## src/dce_pkg.sv

```systemverilog
// Package for the DMA channel controller: widths and selectors.
// Assumes a single clock domain and plain strobe ports, with no register bus.
package dce_pkg;
    localparam int NUM_CH = 32;
    localparam int NUM_QK = 8;
    localparam int NUM_RG = 4;
    localparam int NUM_EQ = 4;
    localparam int HIST_D = 4;
    localparam int CH_W = 5;
    localparam int QK_W = 3;
    localparam int RG_W = 2;
    localparam int EQ_W = 2;
    localparam int PS_W = 7;
    localparam int WD_W = 3;
    localparam int HP_W = 2;
    // Quick channel map layout in CFG_DATA.
    localparam int QMAP_PS_LSB = 0;
    localparam int QMAP_WD_LSB = 7;
    // Reset values.
    localparam logic [NUM_CH-1:0] RST_CH = 32'h0000_0000;
    localparam logic [NUM_QK-1:0] RST_QK = 8'h00;
    // Bit-register write selectors.
    typedef enum logic [3:0] {
        W_EV_CLR = 4'h0, W_EV_SET = 4'h1, W_EN_SET = 4'h2, W_EN_CLR = 4'h3,
        W_IE_SET = 4'h4, W_IE_CLR = 4'h5, W_IP_CLR = 4'h6, W_SE_CLR = 4'h7,
        W_MS_CLR = 4'h8, W_QE_SET = 4'h9, W_QE_CLR = 4'ha, W_QS_CLR = 4'hb,
        W_QM_CLR = 4'hc
    } dce_wsel_e;
    // Read selectors.
    typedef enum logic [3:0] {
        R_EV = 4'h0, R_EN = 4'h1, R_IE = 4'h2, R_IP = 4'h3, R_SE = 4'h4,
        R_MS = 4'h5, R_QE = 4'h6, R_QS = 4'h7, R_QM = 4'h8, R_ST = 4'h9
    } dce_rsel_e;
    // Configuration write selectors.
    typedef enum logic [2:0] {
        C_CH_Q = 3'h0, C_QK_Q = 3'h1, C_QMAP = 3'h2, C_RMASK = 3'h3,
        C_RQMASK = 3'h4
    } dce_csel_e;
    // Submission state: idle or offering a request.
    typedef enum logic {
        S_IDLE = 1'b0,
        S_OFFER = 1'b1
    } dce_state_e;
endpackage : dce_pkg

```

## src/dce_channel_ctl.sv

```systemverilog
// Channel controller: event latching, enables, triggers, queueing, completion.
// Assumes parameter-set lookup and the transfer engine sit outside this block.
`timescale 1ns/1ps
`default_nettype none
module dce_channel_ctl
    import dce_pkg::*;
(
    input wire logic SYS_CLK,
    input wire logic RESET,
    input wire logic [NUM_CH-1:0] PERIPH_EVENT,
    input wire logic WR_EN,
    input wire logic [3:0] WR_SEL,
    input wire logic WR_SHADOW,
    input wire logic [RG_W-1:0] WR_REGION,
    input wire logic [NUM_CH-1:0] WR_DATA,
    input wire logic RD_EN,
    input wire logic [3:0] RD_SEL,
    input wire logic RD_SHADOW,
    input wire logic [RG_W-1:0] RD_REGION,
    output logic [NUM_CH-1:0] RD_DATA,
    input wire logic CFG_WR,
    input wire logic [2:0] CFG_SEL,
    input wire logic [CH_W-1:0] CFG_INDEX,
    input wire logic [NUM_CH-1:0] CFG_DATA,
    input wire logic PARAMETER_SET_RAM_WR,
    input wire logic [PS_W-1:0] PARAMETER_SET_RAM_WR_SET,
    input wire logic [WD_W-1:0] PARAMETER_SET_RAM_WR_WORD,
    input wire logic [NUM_CH-1:0] CH_NULL,
    input wire logic [NUM_QK-1:0] QK_NULL,
    output logic TR_VALID,
    input wire logic TR_READY,
    output logic TR_QUICK,
    output logic [CH_W-1:0] TR_CHANNEL,
    output logic [PS_W-1:0] TR_PARAMETER_SET_RAM,
    output logic [EQ_W-1:0] TR_QUEUE,
    input wire logic SUB_EARLY,
    input wire logic [CH_W-1:0] SUB_CODE,
    input wire logic SUB_INT,
    input wire logic SUB_CHAIN,
    input wire logic DONE,
    input wire logic [CH_W-1:0] DONE_CODE,
    input wire logic DONE_INT,
    input wire logic DONE_CHAIN,
    input wire logic TE_BUSY,
    input wire logic [EQ_W-1:0] HIST_QUEUE,
    input wire logic [HP_W-1:0] HIST_ENTRY,
    output logic [CH_W:0] HIST_DATA,
    output logic CC_ACTIVE,
    output logic TE_ACTIVE,
    output logic CC_INT,
    output logic [NUM_RG-1:0] REGION_INT
);

    ////////////////////////////////////////////////////////////////////////////
    // Index of the lowest set bit; zero input gives zero.
    function automatic logic [CH_W-1:0] first_one(input logic [NUM_CH-1:0] v);
        logic [CH_W-1:0] idx;
        idx = '0;
        for (int i = NUM_CH - 1; i >= 0; i--)
        begin
            if (v[i])
                idx = CH_W'(i);
        end
        return idx;
    endfunction : first_one

    // One-hot of a channel number.
    function automatic logic [NUM_CH-1:0] onehot(input logic [CH_W-1:0] n);
        return NUM_CH'(1) << n;
    endfunction : onehot

    ////////////////////////////////////////////////////////////////////////////
    logic [NUM_CH-1:0] event_latch, event_enable, event_set, chain_pend;
    logic [NUM_CH-1:0] interrupt_enable, interrupt_pending, sec_ev, miss_ev;
    logic [NUM_QK-1:0] quick_event_enable, quick_pend, quick_sec, quick_miss;
    logic [EQ_W-1:0] channel_queue_select [NUM_CH];
    logic [EQ_W-1:0] quick_queue_select [NUM_QK];
    logic [PS_W-1:0] quick_map_set [NUM_QK];
    logic [WD_W-1:0] quick_map_word [NUM_QK];
    logic [NUM_CH-1:0] region_channel_access_mask [NUM_RG];
    logic [NUM_QK-1:0] region_quick_access_mask [NUM_RG];
    logic [CH_W:0] hist [NUM_EQ][HIST_D];
    logic [HP_W-1:0] hist_ptr [NUM_EQ];
    dce_state_e state;

    // Write data gated by the shadow region's access mask.
    logic [NUM_CH-1:0] wmask, wd;
    logic [NUM_QK-1:0] wqd;
    assign wmask = WR_SHADOW ? region_channel_access_mask[WR_REGION] : '1;
    assign wd = WR_EN ? (WR_DATA & wmask) : '0;
    assign wqd = WR_EN ? (WR_DATA[NUM_QK-1:0] & (WR_SHADOW ?
        region_quick_access_mask[WR_REGION] : '1)) : '0;

    // Per-select write-one strobes.
    function automatic logic [NUM_CH-1:0] wsel(input dce_wsel_e s);
        return (WR_SEL == s) ? wd : '0;
    endfunction : wsel

    // Trigger candidates; quick channels rank below DMA channels.
    logic [NUM_CH-1:0] ch_cand;
    logic [NUM_QK-1:0] qk_cand;
    logic [CH_W-1:0] pick_ch;
    logic [QK_W-1:0] pick_qk;
    logic pick_is_ch, pick_any, take_sel, handoff;
    assign ch_cand = ((event_latch & event_enable) | event_set | chain_pend) & ~sec_ev;
    assign qk_cand = quick_pend & ~quick_sec;
    assign pick_ch = first_one(ch_cand);
    assign pick_qk = QK_W'(first_one(NUM_CH'(qk_cand)));
    assign pick_is_ch = |ch_cand;
    assign pick_any = pick_is_ch | (|qk_cand);
    assign take_sel = (state == S_IDLE) && pick_any;
    assign handoff = (state == S_OFFER) && TR_READY;

    // Consumed trigger bits and null-set error detection.
    logic [NUM_CH-1:0] ch_take;
    logic [NUM_QK-1:0] qk_take;
    logic sel_null;
    assign ch_take = (take_sel && pick_is_ch) ? onehot(pick_ch) : '0;
    assign qk_take = (take_sel && !pick_is_ch) ? NUM_QK'(1) << pick_qk : '0;
    assign sel_null = pick_is_ch ? CH_NULL[pick_ch] : QK_NULL[pick_qk];

    // Completion codes from early hand-off and from the engine.
    logic early;
    logic [NUM_CH-1:0] cpl_int, cpl_chain;
    assign early = handoff && SUB_EARLY;
    assign cpl_int = ((early && SUB_INT) ? onehot(SUB_CODE) : '0)
        | ((DONE && DONE_INT) ? onehot(DONE_CODE) : '0);
    assign cpl_chain = ((early && SUB_CHAIN) ? onehot(SUB_CODE) : '0)
        | ((DONE && DONE_CHAIN) ? onehot(DONE_CODE) : '0);

    // Quick trigger-word writes for enabled quick channels.
    logic [NUM_QK-1:0] qk_hit;
    always_comb
    begin
        for (int q = 0; q < NUM_QK; q++)
        begin
            qk_hit[q] = PARAMETER_SET_RAM_WR && quick_event_enable[q]
                && quick_map_set[q] == PARAMETER_SET_RAM_WR_SET
                && quick_map_word[q] == PARAMETER_SET_RAM_WR_WORD;
        end
    end

    ////////////////////////////////////////////////////////////////////////////
    // Event latch: a high PERIPH_EVENT bit sets it, clear register or service clears it.
    always_ff @(posedge SYS_CLK)
    begin
        if (RESET)
            event_latch <= RST_CH;
        else
            event_latch <= (event_latch & ~wsel(W_EV_CLR) & ~ch_take) | PERIPH_EVENT;
    end

    // Event enable: only the set and clear registers change it.
    always_ff @(posedge SYS_CLK)
    begin
        if (RESET)
            event_enable <= RST_CH;
        else
            event_enable <= (event_enable | wsel(W_EN_SET)) & ~wsel(W_EN_CLR);
    end

    // Manual and chained triggers stay pending until serviced.
    always_ff @(posedge SYS_CLK)
    begin
        if (RESET)
        begin
            event_set <= RST_CH;
            chain_pend <= RST_CH;
        end
        else
        begin
            event_set <= (event_set & ~ch_take) | wsel(W_EV_SET);
            chain_pend <= (chain_pend & ~ch_take) | cpl_chain;
        end
    end

    // Interrupt enable and pending; completion set wins over a clear.
    always_ff @(posedge SYS_CLK)
    begin
        if (RESET)
        begin
            interrupt_enable <= RST_CH;
            interrupt_pending <= RST_CH;
        end
        else
        begin
            interrupt_enable <= (interrupt_enable | wsel(W_IE_SET)) & ~wsel(W_IE_CLR);
            interrupt_pending <= (interrupt_pending & ~wsel(W_IP_CLR)) | cpl_int;
        end
    end

    // Null-set error bits for DMA channels.
    always_ff @(posedge SYS_CLK)
    begin
        if (RESET)
        begin
            sec_ev <= RST_CH;
            miss_ev <= RST_CH;
        end
        else
        begin
            sec_ev <= (sec_ev & ~wsel(W_SE_CLR)) | (sel_null ? ch_take : '0);
            miss_ev <= (miss_ev & ~wsel(W_MS_CLR)) | (sel_null ? ch_take : '0);
        end
    end

    // Quick channel enable, triggers and error bits.
    always_ff @(posedge SYS_CLK)
    begin
        if (RESET)
        begin
            quick_event_enable <= RST_QK;
            quick_pend <= RST_QK;
            quick_sec <= RST_QK;
            quick_miss <= RST_QK;
        end
        else
        begin
            quick_event_enable <= (quick_event_enable
                | (WR_SEL == W_QE_SET ? wqd : '0))
                & ~(WR_SEL == W_QE_CLR ? wqd : '0);
            quick_pend <= (quick_pend & ~qk_take) | qk_hit;
            quick_sec <= (quick_sec & ~(WR_SEL == W_QS_CLR ? wqd : '0))
                | (sel_null ? qk_take : '0);
            quick_miss <= (quick_miss & ~(WR_SEL == W_QM_CLR ? wqd : '0))
                | (sel_null ? qk_take : '0);
        end
    end

    ////////////////////////////////////////////////////////////////////////////
    // Configuration: queue selects, quick maps and masks.
    always_ff @(posedge SYS_CLK)
    begin
        if (RESET)
        begin
            for (int i = 0; i < NUM_CH; i++)
                channel_queue_select[i] <= '0;
            for (int q = 0; q < NUM_QK; q++)
            begin
                quick_queue_select[q] <= '0;
                quick_map_set[q] <= '0;
                quick_map_word[q] <= '0;
            end
            for (int r = 0; r < NUM_RG; r++)
            begin
                region_channel_access_mask[r] <= '0;
                region_quick_access_mask[r] <= '0;
            end
        end
        else if (CFG_WR)
        begin
            case (CFG_SEL)
                C_CH_Q: channel_queue_select[CFG_INDEX] <= CFG_DATA[EQ_W-1:0];
                C_QK_Q: quick_queue_select[CFG_INDEX[QK_W-1:0]] <= CFG_DATA[EQ_W-1:0];
                C_QMAP:
                begin
                    quick_map_set[CFG_INDEX[QK_W-1:0]] <=
                        CFG_DATA[QMAP_PS_LSB +: PS_W];
                    quick_map_word[CFG_INDEX[QK_W-1:0]] <=
                        CFG_DATA[QMAP_WD_LSB +: WD_W];
                end
                C_RMASK: region_channel_access_mask[CFG_INDEX[RG_W-1:0]] <= CFG_DATA;
                C_RQMASK: region_quick_access_mask[CFG_INDEX[RG_W-1:0]] <=
                    CFG_DATA[NUM_QK-1:0];
                default: ;
            endcase
        end
    end

    ////////////////////////////////////////////////////////////////////////////
    // Submission: select a trigger, offer it until the engine takes it.
    always_ff @(posedge SYS_CLK)
    begin
        if (RESET)
        begin
            state <= S_IDLE;
            TR_QUICK <= 1'b0;
            TR_CHANNEL <= '0;
            TR_PARAMETER_SET_RAM <= '0;
            TR_QUEUE <= '0;
        end
        else
        begin
            case (state)
                S_IDLE:
                begin
                    if (take_sel && !sel_null)
                    begin
                        state <= S_OFFER;
                        TR_QUICK <= !pick_is_ch;
                        TR_CHANNEL <= pick_is_ch ? pick_ch : CH_W'(pick_qk);
                        TR_PARAMETER_SET_RAM <= pick_is_ch ? PS_W'(pick_ch) : quick_map_set[pick_qk];
                        TR_QUEUE <= pick_is_ch ? channel_queue_select[pick_ch]
                            : quick_queue_select[pick_qk];
                    end
                end
                S_OFFER:
                begin
                    if (TR_READY)
                        state <= S_IDLE;
                end
                default: state <= S_IDLE;
            endcase
        end
    end

    assign TR_VALID = (state == S_OFFER);

    // Event queue history: last entries per queue, oldest overwritten.
    always_ff @(posedge SYS_CLK)
    begin
        if (RESET)
        begin
            for (int e = 0; e < NUM_EQ; e++)
            begin
                hist_ptr[e] <= '0;
                for (int k = 0; k < HIST_D; k++)
                    hist[e][k] <= '0;
            end
        end
        else if (handoff)
        begin
            hist[TR_QUEUE][hist_ptr[TR_QUEUE]] <= {TR_QUICK, TR_CHANNEL};
            hist_ptr[TR_QUEUE] <= hist_ptr[TR_QUEUE] + HP_W'(1);
        end
    end

    ////////////////////////////////////////////////////////////////////////////
    // Register reads; a shadow view masks channel registers to the region's channel bits, quick registers to its quick bits; R_ST is unmasked.
    logic [NUM_CH-1:0] rmask, rqmask, rv;
    assign rmask = RD_SHADOW ? region_channel_access_mask[RD_REGION] : '1;
    assign rqmask = RD_SHADOW ? {{(NUM_CH-NUM_QK){1'b0}},
        region_quick_access_mask[RD_REGION]} : '1;
    always_comb
    begin
        case (RD_SEL)
            R_EV: rv = event_latch & rmask;
            R_EN: rv = event_enable & rmask;
            R_IE: rv = interrupt_enable & rmask;
            R_IP: rv = interrupt_pending & rmask;
            R_SE: rv = sec_ev & rmask;
            R_MS: rv = miss_ev & rmask;
            R_QE: rv = NUM_CH'(quick_event_enable) & rqmask;
            R_QS: rv = NUM_CH'(quick_sec) & rqmask;
            R_QM: rv = NUM_CH'(quick_miss) & rqmask;
            R_ST: rv = NUM_CH'({TE_BUSY, CC_ACTIVE});
            default: rv = '0;
        endcase
    end

    // Read and history data are registered.
    always_ff @(posedge SYS_CLK)
    begin
        if (RESET)
        begin
            RD_DATA <= '0;
            HIST_DATA <= '0;
        end
        else
        begin
            if (RD_EN)
                RD_DATA <= rv;
            HIST_DATA <= hist[HIST_QUEUE][HIST_ENTRY];
        end
    end

    // Activity status and completion interrupts.
    logic [NUM_CH-1:0] ip_live;
    assign ip_live = interrupt_pending & interrupt_enable;
    always_ff @(posedge SYS_CLK)
    begin
        if (RESET)
        begin
            CC_ACTIVE <= 1'b0;
            TE_ACTIVE <= 1'b0;
            CC_INT <= 1'b0;
            REGION_INT <= '0;
        end
        else
        begin
            CC_ACTIVE <= pick_any || (state == S_OFFER);
            TE_ACTIVE <= TE_BUSY;
            CC_INT <= |ip_live;
            for (int r = 0; r < NUM_RG; r++)
                REGION_INT[r] <= |(ip_live & region_channel_access_mask[r]);
        end
    end

endmodule : dce_channel_ctl
`default_nettype wire

```

## config.mk

```make
export PLATFORM = sky130hd
export DESIGN_NAME = dce_channel_ctl
export DESIGN_NICKNAME = d
export VERILOG_FILES = /design/src/dce_pkg.sv /design/src/dce_channel_ctl.sv
export SDC_FILE = /design/constraint.sdc
export NUM_CORES = 2
export LEC_CHECK = 0
export BUFFER_PORTS_ARGS = -buffer_cell sky130_fd_sc_hd__buf_2
export CAP_MARGIN = 20
export CORE_MARGIN = 2
export CORE_UTILIZATION = 45
export DETAILED_ROUTE_END_ITERATION = 7
export PLACE_DENSITY = 0.62
export SLEW_MARGIN = 25
export SYNTH_ARGS = -nofsm -noshare
export SYNTH_HDL_FRONTEND = slang
export SYNTH_SLANG_ARGS = --single-unit
```

## constraint.sdc

```tcl
create_clock -name SYS_CLK -period 5.5 [get_ports SYS_CLK]
set_input_delay 0.275 -clock SYS_CLK [delete_from_list [all_inputs] [get_ports SYS_CLK]]
set_output_delay 0.275 -clock SYS_CLK [all_outputs]
set_load 0.03 [all_outputs]
```

---- Word level (Yosys, flattened, before mapping) ----
Memory sizes are Yosys's and may differ from the RTL's. A register that Yosys moved wholly into a read port is not among the register bits.
Cells that the tools add are included.
storage, ports and cells
  register bits ........................... 349
  latch bits .............................. 0
  bits in writable memories ............... 424
  bits in read-only memories .............. 0
  word-level logic and storage cells ...... 340
  memories ................................ 8
cells by class
  $add $sub $neg .......................... 1
  multipliers ............................. 0
  divide/modulo/power cells ............... 0
  order comparisons ....................... 5
  eq/ne operators ......................... 41
  shift-type cells ........................ 4
  multiplexer cells ....................... 136
  bitwise gates (word level) .............. 65
  reductions and logical operators ........ 57
memories
  memory                      words  bits a word  read ports  clocked after Yosys merged registers in  write ports  RTL line               source
  region_channel_access_mask  4      32           6           0                                        4            dce_channel_ctl.sv:80  logic [NUM_CH-1:0] region_channel_access_mask [NUM_RG];
  hist                        4      24           1           0                                        4            dce_channel_ctl.sv:82  logic [CH_W:0] hist [NUM_EQ][HIST_D];
  channel_queue_select        32     2            1           0                                        32           dce_channel_ctl.sv:76  logic [EQ_W-1:0] channel_queue_select [NUM_CH];
  quick_map_set               8      7            9           0                                        8            dce_channel_ctl.sv:78  logic [PS_W-1:0] quick_map_set [NUM_QK];
  region_quick_access_mask    4      8            2           0                                        4            dce_channel_ctl.sv:81  logic [NUM_QK-1:0] region_quick_access_mask [NUM_RG];
  quick_map_word              8      3            8           0                                        8            dce_channel_ctl.sv:79  logic [WD_W-1:0] quick_map_word [NUM_QK];
  2 more memories             n/a    n/a          n/a         n/a                                      n/a          n/a
operator list
  operator                number
  $and A32 B32 Y32        23
  $mux W32                20
  $or A32 B32 Y32         12
  $pmux W32 S10           1
  $not A32 Y32            8
  $reduce_or A32 Y1       7
  $mux W5                 34
  $and A8 B32 Y32         3
  $shl A1 B5 Y32 const A  3
  $mux W24                3
  $mux W8                 9
  $eq A7 B7 Y1            8
  $and A8 B8 Y8           6
  $not A8 Y8              5
  $mux W1                 37
  $mux W3                 12
  $logic_and A1 B1 Y1     35
  $eq A4 B3 Y1 const B    8
  $or A8 B8 Y8            4
  $eq A4 B4 Y1 const B    7
  $eq A3 B3 Y1            8
  $reduce_or A24 Y1       1
  $mux W2                 10
  $mux W6                 3
  29 further kinds        42

---- Longest topological paths before layout ----
  depth after elaboration ................. 44
  depth in mapped cells ................... 14
  gate-level depth less buffers ........... 11

---- Worst setup path before layout ----
No wires, ideal clock.
  path kind ............................... input-to-reg
  from .................................... input port CFG_INDEX[1]
  to ...................................... memory region_channel_access_mask[0][0] (enable)
  setup time .............................. 466 ps
  arrival time ............................ 3212 ps
  slack ................................... 1822 ps
  stages on the path ...................... 4
  cell sequence ........................... clkbuf_1 -> or2_2 -> clkbuf_1 -> o21ai_0
RTL lines
  item                RTL line               source
  start: declaration  dce_channel_ctl.sv:23  input wire logic [CH_W-1:0] CFG_INDEX,
  end: declaration    dce_channel_ctl.sv:80

---- Worst setup path after layout ----
  from .................................... register event_enable[16]
  to ...................................... register miss_ev[12]
on the way
  longest elaborated chain between the ends .. 26
  elaborated cells between the ends (all ways) .. 32
  those cells by class .................... shift (1); mux (22); bitwise (6); reduce/logical (3)
ends and longest elaborated chain
  item                              RTL line                source
  start: declaration                dce_channel_ctl.sv:73   logic [NUM_CH-1:0] event_latch, event_enable, event_set, chain_pend;
  start signal: assignment          dce_channel_ctl.sv:159  event_enable <= (event_enable | wsel(W_EN_SET)) & ~wsel(W_EN_CLR);
  $and A32 B32 Y32 (*)              dce_channel_ctl.sv:105  assign ch_cand = ((event_latch & event_enable) | event_set | chain_pend) & ~sec_ev;
  $or A32 B32 Y32 (*) (2 in a row)  dce_channel_ctl.sv:105
  $and A32 B32 Y32 (*)              dce_channel_ctl.sv:105
  $mux W5 (17 in a row)             dce_channel_ctl.sv:61   if (v[i])
  $bmux W1 S5                       dce_channel_ctl.sv:120  assign sel_null = pick_is_ch ? CH_NULL[pick_ch] : QK_NULL[pick_qk];
  $mux W1 (not written as such)     dce_channel_ctl.sv:120
  $mux W1                           dce_channel_ctl.sv:120
  $mux W32 (*)                      dce_channel_ctl.sv:203  miss_ev <= (miss_ev & ~wsel(W_MS_CLR)) | (sel_null ? ch_take : '0);
  $or A32 B32 Y32 (*)               dce_channel_ctl.sv:203
  end signal: assignment            dce_channel_ctl.sv:203
  end: declaration                  dce_channel_ctl.sv:74   logic [NUM_CH-1:0] interrupt_enable, interrupt_pending, sec_ev, miss_ev;
Mark *: on every way between the ends. The rest lies on a longest branch, timed or not. The select of a mux whose other input is x is not followed.
A chain may end at the register's enable or synchronous reset.

==> out/results.md <==
• **status** finished clean
• **Die Wd** 297.3 um
• **count of clock tree sinks** 775
• **data required time of the worst path** 5980 ps
• **post-CTS clock slew at the launch and capture registers of the worst setup and hold paths** 60 ps
• **largest cells by area after synthesis** sky130_fd_sc_hd__edfxtp_1 33%, sky130_fd_sc_hd__dfxtp_1 18%, sky130_fd_sc_hd__mux4_2 6.7%, sky130_fd_sc_hd__nand2_1 5.3%, sky130_fd_sc_hd__nor2_1 3.8%
• **Hold Vio Cnt, Final** 0
• **cell taking the most area after synthesis** sky130_fd_sc_hd__edfxtp_1
• **area overhead of the layout relative to synthesis** 14.28%
• **part of the Yosys area used for sequential elements** 51.04%
• **RePlAce Congestion** 0.9872
• **category of the most critical setup path** reg -> reg
• **maximum vdd drop** 0.0002917 V
• **synthesized net count** 4,021
• **full die area** 0.08839 sq mm
• **Residual DRC** 0
• **cell count of the worst reg-to-reg path** 12
• **TritonCTS clock tree** done
• **post-DR wirelength/cell** 29.09 um
• **most frequently used cell type in the post-synthesis netlist** sky130_fd_sc_hd__nand2_1
• **setup ws final** 727.1 ps
• **hold crit path type** in -> reg
• **most used flip-flop cell after synthesis** sky130_fd_sc_hd__edfxtp_1
• **leftover overflow at the end of global routing** 0
• **average via count per standard cell** 6.416
• **cell count after synthesis** 3,821
• **Yosys Warn Count** 0
• **Clock H-tree levels** 3
• **timing-limited maximum frequency** 209.5 MHz
• **total power divided by cell area** 334.9 mW/mm^2
• **core region area** 0.08515 sq mm
• **final net count** 4,176
• **syn avg cell area** 10.13 sq um
• **launching instance or port of the critical path** event_enable[16]
• **critical path data arrival time** 5250 ps
• **number of cells on the critical path** 12
• **initial antenna violation count** 10
• **height of the die** 297.3 um
• **post-layout minimum cycle time** 4773 ps
• **startpoint types** flop
• **Port Buf Inserts** 256
• **Vias** 33,350
• **fraction of layout cells with a size suffix above 1** 16.50%
• **Tightest Pin Transition** 1142 ps
• **IO Count** 257
• **standard-cell rows** 107
• **crit end category** flop
• **Final Cell Area** 0.04424 sq mm
• **number of distinct library cells after synthesis** 86
• **met3 wire len** 17,370 um
• **startpoint of the worst-slack reg-to-reg timing path** event_enable[16]
• **setup TNS after final layout** 0 ps
• **worst hold path depth** 3
• **cell area after synthesis** 0.03871 sq mm
• **share of synthesized registers carrying an async set or reset** 0%
• **Initial Utilization** 45.46%
• **unrepaired setup endpoints after global routing** false
• **ordered list of cells on the worst path** a211oi_2 -> a2bb2oi_1 -> o311ai_0 -> a211oi_2 -> o311a_1 -> o2111ai_1 -> o311ai_1 -> a311o_1 -> nand4_2 -> buf_12 -> nand3_1 -> a21oi_1
• **crit-path most repeated cell** sky130_fd_sc_hd__a211oi_2
• **Pre-antenna DRT Iters** 7
• **root buffer cell** sky130_fd_sc_hd__clkbuf_16
• **Final period util** 86.78%
• **worst slew slack as a fraction of its limit** 23.87%
• **number of buffers inserted during clock tree synthesis** 86
• **CTS Buffer Depth** 3
• **detailed route wirelength on metal2** 66,970 um
• **worst hold-check slack** 2.657 ps
• **minimum setup slack after placement** 1003 ps
• **CP top delay family** compound AO/OA/AOI/OAI gates
• **total wire length** 151,200 um
• **final number of setup-violating endpoints** 0
• **startpoint of the worst hold path** CFG_DATA[10]
• **global-route wire length before repair** 218,600 um
• **CP bufs+invs** 1
• **number of enable flip-flop cells after synthesis** 424
• **Static Leakage** 16.32 nW
• **source-to-sink clock delay at the later pin of the worst-skew pair** 660 ps
• **maximum fanout along the worst path** 22
• **DRT antenna net count** 0
• **final cell utilization of the core** 51.96%
• **crit-path max cell delay** 730 ps
• **Total Routing Usage GR** 33.39%
• **number of filler cells placed in the layout** 7,695
• **area share of the largest cell type after synthesis** 32.89%
• **largest net degree at the start of global routing** 207
• **iteration-0 DRC count of the detailed router** 5,211
• **number of max-cap violations** 0
• **Max Used Layer** met5
• **post-route met1 wirelength** 58,670 um
• **number of global-route vias before repair** 31,580
• **slowest cell on the critical path** sky130_fd_sc_hd__o311a_1
• **worst clock skew on the final layout** 23.28 ps
• **DP Area** 0.04090 sq mm
• **max-slew violation count** 0
• **hpwl dp** 104,900 um
• **synth cell count leaders** 543 x sky130_fd_sc_hd__nand2_1, 424 x sky130_fd_sc_hd__edfxtp_1, 397 x sky130_fd_sc_hd__nor2_1
• **number of flip-flops and latches in the synthesized netlist** 775
-- final timing paths --
check / to / slack [ps]
worst max-delay path: miss_ev[12] / 730
worst min register to register: quick_pend[7] / 460
worst min-delay path: region_channel_access_mask[3][10] / 3
worst max register to register: miss_ev[12] / 730
-- sequential cells by signal, summed over array words and instances, names as in the netlist, 16 cells and up, named ones only --
signal / count
sec_ev: 32
interrupt_pending: 32
region_quick_access_mask: 32
RD_DATA: 32
miss_ev: 32
quick_map_set: 56
interrupt_enable: 32
event_set: 32
hist: 96
quick_queue_select: 16
region_channel_access_mask: 128
event_latch: 32
chain_pend: 32
event_enable: 32
quick_map_word: 24
channel_queue_select: 64
-- metal layers --
layer	global-route usage (%)	vias to the layer above
met3	7.260	355
met2	50.96	2190
met4	16.33	6
met1	45.14	16220
met5	0	-
li1	-	14580
-- per-stage QoR --
stage	total power, mW	cells
detailed placement	8.990	4983
CTS	14.77	5192
global route	15.20	5195
global placement	8.970	4983
floorplan	8.116	3821
finish	14.82	5198
-- power by group --
part / total, mW / switching (mW) / internal [mW]
sequential: 6.64 / 0.280 / 6.36
clock: 5.84 / 2.47 / 3.38
combinational: 2.33 / 1.59 / 0.741
total: 14.8 / 4.33 / 10.5
-- what timing repair did --
| action | CTS | global route |
|---|---|---|
| resized for setup | 0 | 0 |
| endpoints found under the hold margin | 52 | 0 |
| setup buffers | 0 | 0 |
| hold buffers | 49 | 0 |
-- cells by family (layout without fill, tap and decap cells) --
kind of cell | count (synthesis) | in the layout | share of synthesized area, %
compound gates | 810 | 810 | 15.07
xor+xnor | 80 | 80 | 1.810
fa+ha+maj | 4 | 4 | 0.1293
buf+inv | 376 | 603 | 3.872
flops | 775 | 775 | 51.04
mux | 173 | 173 | 8.333
other cells | 0 | 6 | 0
simple gates | 1603 | 1603 | 19.74
-- worst register-to-register path, cell delays in order (launching register included) --
cell                        delay [ps]
sky130_fd_sc_hd__dfxtp_1           330
sky130_fd_sc_hd__a211oi_2          350
sky130_fd_sc_hd__a2bb2oi_1         290
sky130_fd_sc_hd__o311ai_0          260
sky130_fd_sc_hd__a211oi_2          580
sky130_fd_sc_hd__o311a_1           740
sky130_fd_sc_hd__o2111ai_1         250
sky130_fd_sc_hd__o311ai_1          160
sky130_fd_sc_hd__a311o_1           260
sky130_fd_sc_hd__nand4_2           690
sky130_fd_sc_hd__buf_12            460
sky130_fd_sc_hd__nand3_1           150
sky130_fd_sc_hd__a21oi_1            80
-- placed cells by master (no fill, tap or decap), types with 16 or more instances in the layout --
cell type	count
sky130_fd_sc_hd__nand3_1	103
sky130_fd_sc_hd__nor3_1	31
sky130_fd_sc_hd__nand2_1	543
sky130_fd_sc_hd__o22ai_1	19
sky130_fd_sc_hd__nor3_2	18
sky130_fd_sc_hd__clkbuf_16	91
sky130_fd_sc_hd__a41oi_1	23
sky130_fd_sc_hd__o21ai_0	42
sky130_fd_sc_hd__dlygate4sd3_1	49
sky130_fd_sc_hd__mux4_2	116
sky130_fd_sc_hd__and3_1	211
sky130_fd_sc_hd__a21oi_1	209
sky130_fd_sc_hd__dfxtp_1	351
sky130_fd_sc_hd__xnor2_1	64
sky130_fd_sc_hd__buf_2	255
sky130_fd_sc_hd__nand4_1	33
sky130_fd_sc_hd__a32oi_1	24
sky130_fd_sc_hd__clkbuf_1	21
sky130_fd_sc_hd__and2_1	117
sky130_fd_sc_hd__nor2_1	391
sky130_fd_sc_hd__buf_4	67
sky130_fd_sc_hd__a211oi_1	112
sky130_fd_sc_hd__nor4_1	24
sky130_fd_sc_hd__inv_1	67
sky130_fd_sc_hd__clkinv_2	20
sky130_fd_sc_hd__o221ai_1	31
sky130_fd_sc_hd__nand2b_1	58
sky130_fd_sc_hd__a31oi_1	49
sky130_fd_sc_hd__mux2i_1	47
sky130_fd_sc_hd__a22oi_1	119
sky130_fd_sc_hd__a222oi_1	65
sky130_fd_sc_hd__edfxtp_1	424
sky130_fd_sc_hd__a221oi_1	16
sky130_fd_sc_hd__xor2_1	16
-- area by class of cell --
| cell class | instances | area, sq um | area share, % |
|---|---|---|---|
| sequential | 775 | 19760 | 44.66 |
| multi-input combinational | 2670 | 17630 | 39.85 |
| clock buffer | 125 | 2522 | 5.702 |
| timing repair buffer | 374 | 2325 | 5.255 |
| tap | 1144 | 1431 | 3.236 |
| clock inverter | 35 | 296.5 | 0.6703 |
| inverter | 69 | 259.0 | 0.5855 |
| antenna | 6 | 15.01 | 0.03394 |
Power figures use the tool's default switching activity.
